`src/tws_consts.vh`:
```
// register map, field positions and reset values of the three-wire serial port
// assumes inclusion by the port's rtl file only
`ifndef TWS_CONSTS_VH
`define TWS_CONSTS_VH

// register indexes, byte address is four times the index
`define TWS_IDX_CTRL 16'hff80
`define TWS_IDX_CKSEL 16'hff81
`define TWS_IDX_TXBUF 16'hff82
`define TWS_IDX_SHIFT 16'hff83
`define TWS_IDX_IRQ_STAT 16'hff84
`define TWS_IDX_IRQ_MASK 16'hff85

// serial_mode_control fields
`define TWS_CTRL_EN 7
`define TWS_CTRL_TRMD 6
`define TWS_CTRL_DIR 4
`define TWS_CTRL_BUSY 0

// serial_clock_select fields
`define TWS_CK_CKP 4
`define TWS_CK_DAP 3
`define TWS_CK_SEL_HI 2
`define TWS_CK_SEL_LO 0
`define TWS_CK_SLAVE 3'h7

// reset values
`define TWS_RST_BYTE 8'h00
`define TWS_RST_WORD 32'h0000_0000

// one word is eight bits, so sixteen clock edges
`define TWS_LAST_EDGE 4'hf
`define TWS_DIV_W 7

`endif

```
`src/tws_serial_port.v`:
```
// three-wire clocked serial port with classic wishbone register slave
// assumes one 25 mhz clock, an active-low async reset, and an outside pad
// that resolves the clock pin from its output enable
//
// Overview of operation
// - eight-bit words move over one clock and two data lines, full duplex possible
// - first-bit select 0 sends and receives msb first, 1 lsb first
// - with enable and transmit mode set, a transmit buffer write starts a transfer
// - transmit buffer word loads the shift register and shifts out on data out
// - with transmit mode clear, reading the shift register starts receive-only transfer
// - bits on the data input pin shift in, one per serial clock
// - enable 0 disables and resets status flag and shift register; 1 enables
// - with transmit mode clear the data output pin stays low
// - read-only status flag at control bit 0 shows a transfer in progress
// - clock select 000 to 110 divides by 2 to 128; 111 is slave
// - polarity and phase bits pick four timing types; type 1 after reset
`include "tws_consts.vh"

// register map seen over the bus
// - control at word ff80: enable, transmit mode, first-bit select, busy flag
// - clock select at word ff81: polarity, phase, rate code
// - transmit buffer at word ff82, shift register at word ff83
// - transfer-end status at word ff84, its mask at word ff85
// every register sits in bits 7:0 of its word; upper bits read zero
//
// bus timing
// - a request is taken at the first edge with cyc and stb high and ack low
// - ack stands for exactly one cycle, so the master must drop stb after it
// - writes and transfer starts take effect at the edge that raises ack
//
// link timing types
// - polarity sets the level the clock rests at between words
// - phase 0 samples on leading edges and drives on trailing ones
// - phase 1 drives on leading edges and samples on trailing ones
// - a word is sixteen clock edges, counted in edge_r from zero
//
// slave mode hazards
// - the pin clock is synchronised, so it must stay well below clk / 4
// - data in passes the same two flops, keeping it aligned with the clock
// - edges are only counted while busy, so stray pin toggles are ignored
//
// limitation: the disable reset acts at the next clk edge, not at once,
// which keeps every flop on one clean asynchronous reset only

module tws_serial_port (
    // clock and reset
    input wire clk,
    input wire resetn,
    // wishbone slave
    input wire [17:0] wb_adr_i,
    input wire [31:0] wb_dat_i,
    output wire [31:0] wb_dat_o,
    input wire [3:0] wb_sel_i,
    input wire wb_we_i,
    input wire wb_cyc_i,
    input wire wb_stb_i,
    output wire wb_ack_o,
    // interrupt
    output wire irq,
    // serial pins
    input wire serial_clock_pin_i,
    output wire serial_clock_pin_o,
    output wire serial_clock_pin_oe_n,
    input wire serial_data_in_pin,
    output wire serial_data_out_pin
);

    // registers
    reg ack_r;
    reg [31:0] rdata_r;
    reg en_r;
    reg trmd_r;
    reg dir_r;
    reg ckp_r;
    reg dap_r;
    reg [2:0] cks_r;
    reg [7:0] txbuf_r;
    reg [7:0] shift_r;
    reg busy_r;
    reg [3:0] edge_r;
    reg sck_r;
    reg so_r;
    reg [6:0] div_r;
    reg stat_r;
    reg mask_r;
    reg sck_s1_r;
    reg sck_s2_r;
    reg sck_s3_r;
    reg si_s1_r;
    reg si_s2_r;

    // decode
    wire req;
    wire [15:0] idx;
    wire lane0;
    wire wr;
    wire rd;
    wire master;
    wire [6:0] half_lim;
    wire half_tick;
    wire slave_edge;
    wire bit_edge;
    wire sample_edge;
    wire last_edge;
    wire start_tx;
    wire start_rx;
    wire done;
    wire shift_in;
    wire [7:0] shift_nxt;
    wire head_now;
    wire head_tx;

    assign req = wb_cyc_i & wb_stb_i & ~ack_r;
    assign idx = wb_adr_i[17:2];
    assign lane0 = wb_sel_i[0];
    assign wr = req & wb_we_i & lane0;
    assign rd = req & ~wb_we_i;
    assign master = (cks_r != `TWS_CK_SLAVE);

    // ack one cycle after the request is seen, dropped the next cycle
    always @(posedge clk or negedge resetn)
    begin
        if (!resetn)
        begin
            ack_r <= 1'b0;
        end
        else
        begin
            ack_r <= req;
        end
    end

    assign wb_ack_o = ack_r;
    assign wb_dat_o = rdata_r;

    // read mux, unmapped words read as zero
    always @(posedge clk or negedge resetn)
    begin
        if (!resetn)
        begin
            rdata_r <= `TWS_RST_WORD;
        end
        else if (rd)
        begin
            case (idx)
                `TWS_IDX_CTRL: rdata_r <= {24'h00_0000, en_r, trmd_r, 1'b0, dir_r, 3'h0, busy_r};
                `TWS_IDX_CKSEL: rdata_r <= {24'h00_0000, 3'h0, ckp_r, dap_r, cks_r};
                `TWS_IDX_TXBUF: rdata_r <= {24'h00_0000, txbuf_r};
                `TWS_IDX_SHIFT: rdata_r <= {24'h00_0000, shift_r};
                `TWS_IDX_IRQ_STAT: rdata_r <= {31'h0000_0000, stat_r};
                `TWS_IDX_IRQ_MASK: rdata_r <= {31'h0000_0000, mask_r};
                default: rdata_r <= `TWS_RST_WORD;
            endcase
        end
    end

    // control and clock select; bit 5 and unused bits are not stored
    always @(posedge clk or negedge resetn)
    begin
        if (!resetn)
        begin
            en_r <= 1'b0;
            trmd_r <= 1'b0;
            dir_r <= 1'b0;
            ckp_r <= 1'b0;
            dap_r <= 1'b0;
            cks_r <= 3'h0;
            txbuf_r <= `TWS_RST_BYTE;
            mask_r <= 1'b0;
        end
        else if (wr)
        begin
            case (idx)
                `TWS_IDX_CTRL:
                begin
                    en_r <= wb_dat_i[`TWS_CTRL_EN];
                    trmd_r <= wb_dat_i[`TWS_CTRL_TRMD];
                    dir_r <= wb_dat_i[`TWS_CTRL_DIR];
                end
                `TWS_IDX_CKSEL:
                begin
                    ckp_r <= wb_dat_i[`TWS_CK_CKP];
                    dap_r <= wb_dat_i[`TWS_CK_DAP];
                    cks_r <= wb_dat_i[`TWS_CK_SEL_HI:`TWS_CK_SEL_LO];
                end
                `TWS_IDX_TXBUF: txbuf_r <= wb_dat_i[7:0];
                `TWS_IDX_IRQ_MASK: mask_r <= wb_dat_i[0];
                default: mask_r <= mask_r;
            endcase
        end
    end

    // pin synchronisers; third clock flop only feeds the edge detector
    always @(posedge clk or negedge resetn)
    begin
        if (!resetn)
        begin
            sck_s1_r <= 1'b0;
            sck_s2_r <= 1'b0;
            sck_s3_r <= 1'b0;
            si_s1_r <= 1'b0;
            si_s2_r <= 1'b0;
        end
        else
        begin
            sck_s1_r <= serial_clock_pin_i;
            sck_s2_r <= sck_s1_r;
            sck_s3_r <= sck_s2_r;
            si_s1_r <= serial_data_in_pin;
            si_s2_r <= si_s1_r;
        end
    end

    // half-period limit: divide by 2^(n+1) means 2^n clk per half period
    assign half_lim = (7'h01 << cks_r) - 7'h01;
    assign half_tick = busy_r & master & (div_r == half_lim);
    assign slave_edge = busy_r & ~master & (sck_s2_r ^ sck_s3_r);
    assign bit_edge = half_tick | slave_edge;

    // divider restarts with each transfer so the first half period is whole
    always @(posedge clk or negedge resetn)
    begin
        if (!resetn)
        begin
            div_r <= 7'h00;
        end
        else if (!busy_r || half_tick)
        begin
            div_r <= 7'h00;
        end
        else
        begin
            div_r <= div_r + 7'h01;
        end
    end

    // even edges are leading, odd trailing; phase picks which one samples
    assign sample_edge = bit_edge & (edge_r[0] == dap_r);
    assign last_edge = bit_edge & (edge_r == `TWS_LAST_EDGE);
    assign start_tx = wr & (idx == `TWS_IDX_TXBUF) & en_r & trmd_r & ~busy_r;
    assign start_rx = rd & (idx == `TWS_IDX_SHIFT) & en_r & ~trmd_r & ~busy_r;
    assign done = last_edge;
    assign shift_in = si_s2_r;

    // bit order for both directions
    assign shift_nxt = dir_r ? {shift_in, shift_r[7:1]} : {shift_r[6:0], shift_in};
    assign head_now = dir_r ? shift_r[0] : shift_r[7];
    assign head_tx = dir_r ? wb_dat_i[0] : wb_dat_i[7];

    // transfer engine; a cleared enable holds everything in reset
    always @(posedge clk or negedge resetn)
    begin
        if (!resetn)
        begin
            busy_r <= 1'b0;
            edge_r <= 4'h0;
            shift_r <= `TWS_RST_BYTE;
            so_r <= 1'b0;
        end
        else if (!en_r)
        begin
            busy_r <= 1'b0;
            edge_r <= 4'h0;
            shift_r <= `TWS_RST_BYTE;
            so_r <= 1'b0;
        end
        else if (start_tx)
        begin
            busy_r <= 1'b1;
            edge_r <= 4'h0;
            shift_r <= wb_dat_i[7:0];
            so_r <= head_tx;
        end
        else if (start_rx)
        begin
            busy_r <= 1'b1;
            edge_r <= 4'h0;
        end
        else if (bit_edge)
        begin
            edge_r <= edge_r + 4'h1;
            if (sample_edge)
            begin
                shift_r <= shift_nxt;
            end
            else if (edge_r != `TWS_LAST_EDGE)
            begin
                so_r <= head_now;
            end
            if (last_edge)
            begin
                busy_r <= 1'b0;
            end
        end
    end

    // master clock toggles on every half tick and rests at the polarity level
    always @(posedge clk or negedge resetn)
    begin
        if (!resetn)
        begin
            sck_r <= 1'b0;
        end
        else if (!busy_r)
        begin
            sck_r <= ckp_r;
        end
        else if (half_tick)
        begin
            sck_r <= ~sck_r;
        end
    end

    // pins: clock driven only when enabled in master mode, else released
    assign serial_clock_pin_o = sck_r;
    assign serial_clock_pin_oe_n = ~(en_r & master);
    assign serial_data_out_pin = so_r & trmd_r;

    // transfer-end status; a new end wins over a same-cycle clear
    always @(posedge clk or negedge resetn)
    begin
        if (!resetn)
        begin
            stat_r <= 1'b0;
        end
        else if (done)
        begin
            stat_r <= 1'b1;
        end
        else if (wr && idx == `TWS_IDX_IRQ_STAT && wb_dat_i[0])
        begin
            stat_r <= 1'b0;
        end
    end

    // level interrupt while the unmasked status bit is set
    assign irq = stat_r & mask_r;

endmodule

```
`config.mk`:
```
export PLATFORM = sky130hd
export DESIGN_NAME = tws_serial_port
export DESIGN_NICKNAME = d
export VERILOG_FILES = /design/src/tws_serial_port.v
export VERILOG_INCLUDE_DIRS = /design/src
export SDC_FILE = /design/constraint.sdc
export NUM_CORES = 1
export LEC_CHECK = 0
export ABC_CLOCK_PERIOD_IN_PS = 8000
export BUFFER_PORTS_ARGS = -buffer_cell sky130_fd_sc_hd__buf_2
export CORE_MARGIN = 1.5
export CORE_UTILIZATION = 35
export CTS_BUF_LIST = sky130_fd_sc_hd__clkbuf_8
export DETAILED_ROUTE_END_ITERATION = 8
export GPL_ROUTABILITY_DRIVEN = 1
export SETUP_SLACK_MARGIN = 0.15
export SYNTH_ARGS = -nofsm -noshare
export SYNTH_HDL_FRONTEND = slang
export SYNTH_SLANG_ARGS = --single-unit
```
`constraint.sdc`:
```
create_clock -name clk -period 8 [get_ports clk]
set_clock_uncertainty 0.2 [all_clocks]
set_input_delay 0.8 -clock clk [delete_from_list [all_inputs] [get_ports clk]]
set_output_delay 0.8 -clock clk [all_outputs]
set_load 0.005 [all_outputs]
```
==> metrics.md <==
| Metric | Value |
|---|---|
| Tmin final | `3.88 ns` |
| Hold path start | `sck_s1_r` |
| YS warnings | `0` |
| Via-to-Cell Ratio | `4.96` |
| Area contributors post-synth | `dfrtp_1 44%, mux2_2 11%, buf_4 6.1%` |
| PostCTS Resize Cnt | `0` |
| # clock sinks | `54` |
| Final Hold Fails | `0` |
| HP Class | `flop to flop` |
| Core ar. | `0.00864 sq mm` |
| Cts hold-fix bufs | `0` |
| Critical-path cell with the highest stage delay | `nor3_2` |
| Hold WS | `0.156 ns` |
| Worst-Margin Slew | `0.829 ns` |
| Post-synthesis cell type count | `50` |
| Mapped Avg Cell Area | `10.3 sq um` |
| GRT Util Overall | `0.141` |
| Fin. max-slew vios | `0` |
| Die Area | `0.00937 sq mm` |
| CTS buffer count | `5` |
| Clk pwr share | `0.389` |
| LEAKAGE | `1.62 nW` |
| Main combinational cell family by area after synthesis | `multiplexers` |
| Relative max-transition margin | `0.433` |
| Synth Area in Compound Gates | `0.0845` |
| Post-route setup TNS | `0 ns` |
| Ant. Diodes | `0` |
| Final worst path period share | `0.485` |
| Reg2Reg Depth | `9` |
| # IOs | `98` |
| Clk root buf | `clkbuf_8` |
| Buf/Inv on CP | `1` |
| Max Fclk | `258 MHz` |
| Routed Antenna Nets | `0` |
| Post-route DRC | `0` |
| NumNets Final | `404` |
| Clock Latency Late Sink | `0.32 ns` |
| Startpoint types | `primary input` |
| Die Wd | `96.8 microns` |
| RSZ-0062 raised after global routing | `no` |
| Seq cells post-synth | `54` |
| Synth area leader | `dfrtp_1` |
| Final HPWL DP | `4.77 mm` |
| Wire per inst | `14.3 microns` |
| R2R Setup Slk | `4.37 ns` |
| Switching Fraction | `0.233` |
| Commonest non-fill, non-tap cell in the layout | `dfrtp_1` |
| Data required, critical path | `8.01 ns` |
| Iter 0 DRT Violations | `99` |
| Total number of vias | `2227` |
| Layout cell share with drive strength beyond 1 | `0.279` |
| Seq pwr share | `0.557` |
| Placed inst area | `0.00330 sq mm` |
| Critical path fanouts, max | `11` |
| CTS clk-pin slew, worst paths | `0.10 ns` |
| Power, Total | `0.000494 W` |
| Post-synthesis sequential area ratio | `0.439` |
| Global-route wire length before repair | `10.8 mm` |
| Reg-to-Reg End | `so_r` |
| Critical path class | `primary input to flop` |
| Crit-path cells | `buf_2 -> nand4b_1 -> or4b_2 -> nor3_2 -> and4_1 -> nand2b_1 -> o21bai_1 -> mux2_2` |
| Critical Path Max Stage Delay | `0.67 ns` |
| Int Pwr | `0.000379 W` |
| Number of enable flip-flop cells after synthesis | `0` |
| Max-cap violations | `0` |
| Total global routing overflow | `0` |
| Post-synthesis mux area share | `0.173` |
| Vias in the first global route | `2111` |
| Syn Std Cell Area | `0.00308 sq mm` |
| P&R area growth vs syn | `11.0%` |
| WL final | `6.41 mm` |
| Cell area after layout | `0.00342 sq mm` |
| Pwr per Cell Area | `144 mW/mm^2` |
| Reg2reg start | `cks_r[0]` |
| Initial core utilization | `0.357` |
| Row count | `34` |
| Most frequent cells in the layout | `54 x dfrtp_1, 44 x buf_2, 31 x mux2_2` |
| Ys async rst share | `1.00` |
| Crit-path leading delay family | `simple AND/OR/NAND/NOR gates` |
| Syn Inst Count | `300` |
| WP data arrival | `3.89 ns` |
| Hold endpoint | `sck_s2_r` |
| VDD IR max | `0.0677 mV` |
| H-tree depth | `2` |
| XOR/XNOR Fraction of Synth Area | `0.0398` |
| # port buffers | `44` |
| Final setup vio count | `0` |
| Post-CTS setup buffers | `0` |
| Max Buffers Root-to-Sink | `2` |
| Die height | `96.8 microns` |
| Status | `complete, no violations` |
| Post-Synth Adder-Cell Area | `0.0122` |
| Predominant post-synthesis flop cell | `dfrtp_1` |
| NetSw | `0.000115 W` |
| Synth top area share | `0.439` |
| Largest net degree at the start of global routing | `55` |
| Comb pwr share | `0.054` |
| Initial antenna violation count | `0` |
| Drt first pass iters | `5` |
| CTS tree | `yes` |
| Hold path depth | `0` |
| Worst setup EP type | `flop` |
| Post-synthesis simple-gate area fraction | `0.165` |
| Gp weighted congestion | `0.799` |
state kept, by name (all words and copies together) (netlist names), 3 cells and up:
name      cells
edge_r        4
cks_r         3
txbuf_r       8
div_r         7
wb_dat_o      8
shift_r       8
logic make-up after synthesis:
kind of cell | count (synthesis)
compound gates | 43
xor+xnor | 14
fa+ha+maj | 3
buf+inv | 44
flops | 54
mux | 47
other cells | 1
simple gates | 94
synthesized netlist by cell type, types with 2 or more instances:
cell type  instances
or4b_2             2
nand2b_1           4
a31oi_1            2
mux2i_1           14
nor3_1             6
mux2_2            31
o21ai_0           24
a21oi_1            4
mux4_2             2
buf_4             25
nor2_1            22
nand4_1            3
nor2b_1            2
or3_1              3
inv_1              9
clkbuf_1           7
buf_2              2
and4_1             2
xnor2_1            8
xor2_1             6
or4_1              2
a22oi_1            4
and2_1             3
dfrtp_1           54
nand3_1            9
nand3b_1           2
ha_1               3
nand2_1           23
metrics by stage:
stage,util,cells,setup WS (ns)
6_report,0.396,449,4.12
5_1_grt,0.396,449,3.90
4_1_cts,0.396,449,4.13
3_5_place_dp,0.382,441,3.79
3_3_place_gp,0.382,441,3.77
2_1_floorplan,-,323,4.54
per-layer routing:
layer,vias up,track usage,wire length [microns]
li1,1080,-,-
met3,5,0.0231,181
met2,59,0.221,2980
met1,1083,0.201,3170
met5,-,0,0
met4,0,0.0401,71
worst max-delay path by stage:
stage	depth (start not counted)	from	slack, ns	end
finish	8	wb_adr_i[5]	4.12	so_r
global route	8	wb_adr_i[5]	3.90	so_r
CTS	8	wb_adr_i[5]	4.13	so_r
detailed placement	8	wb_adr_i[5]	3.79	so_r
global placement	8	wb_adr_i[5]	3.77	so_r
floorplan	11	cks_r[2]	4.54	so_r
power by group through the flow:
stage	Clock (W)	Combinational [W]	Sequential [W]
floorplan	0	0.0000183	0.000280
global placement	0	0.0000267	0.000280
detailed placement	0	0.0000270	0.000280
CTS	0.000197	0.0000271	0.000275
global route	0.000205	0.0000308	0.000275
finish	0.000192	0.0000268	0.000275
area by class of cell:
type | count | area [sq um]
timing repair buffer | 45 | 228
inverter | 9 | 33.8
tap | 108 | 135
clock inverter | 3 | 47.5
clock buffer | 5 | 68.8
multi-input combinational | 225 | 1550
sequential | 54 | 1350
fill | 841 | 5220
Note: power is estimated with default switching activity, not from simulation.
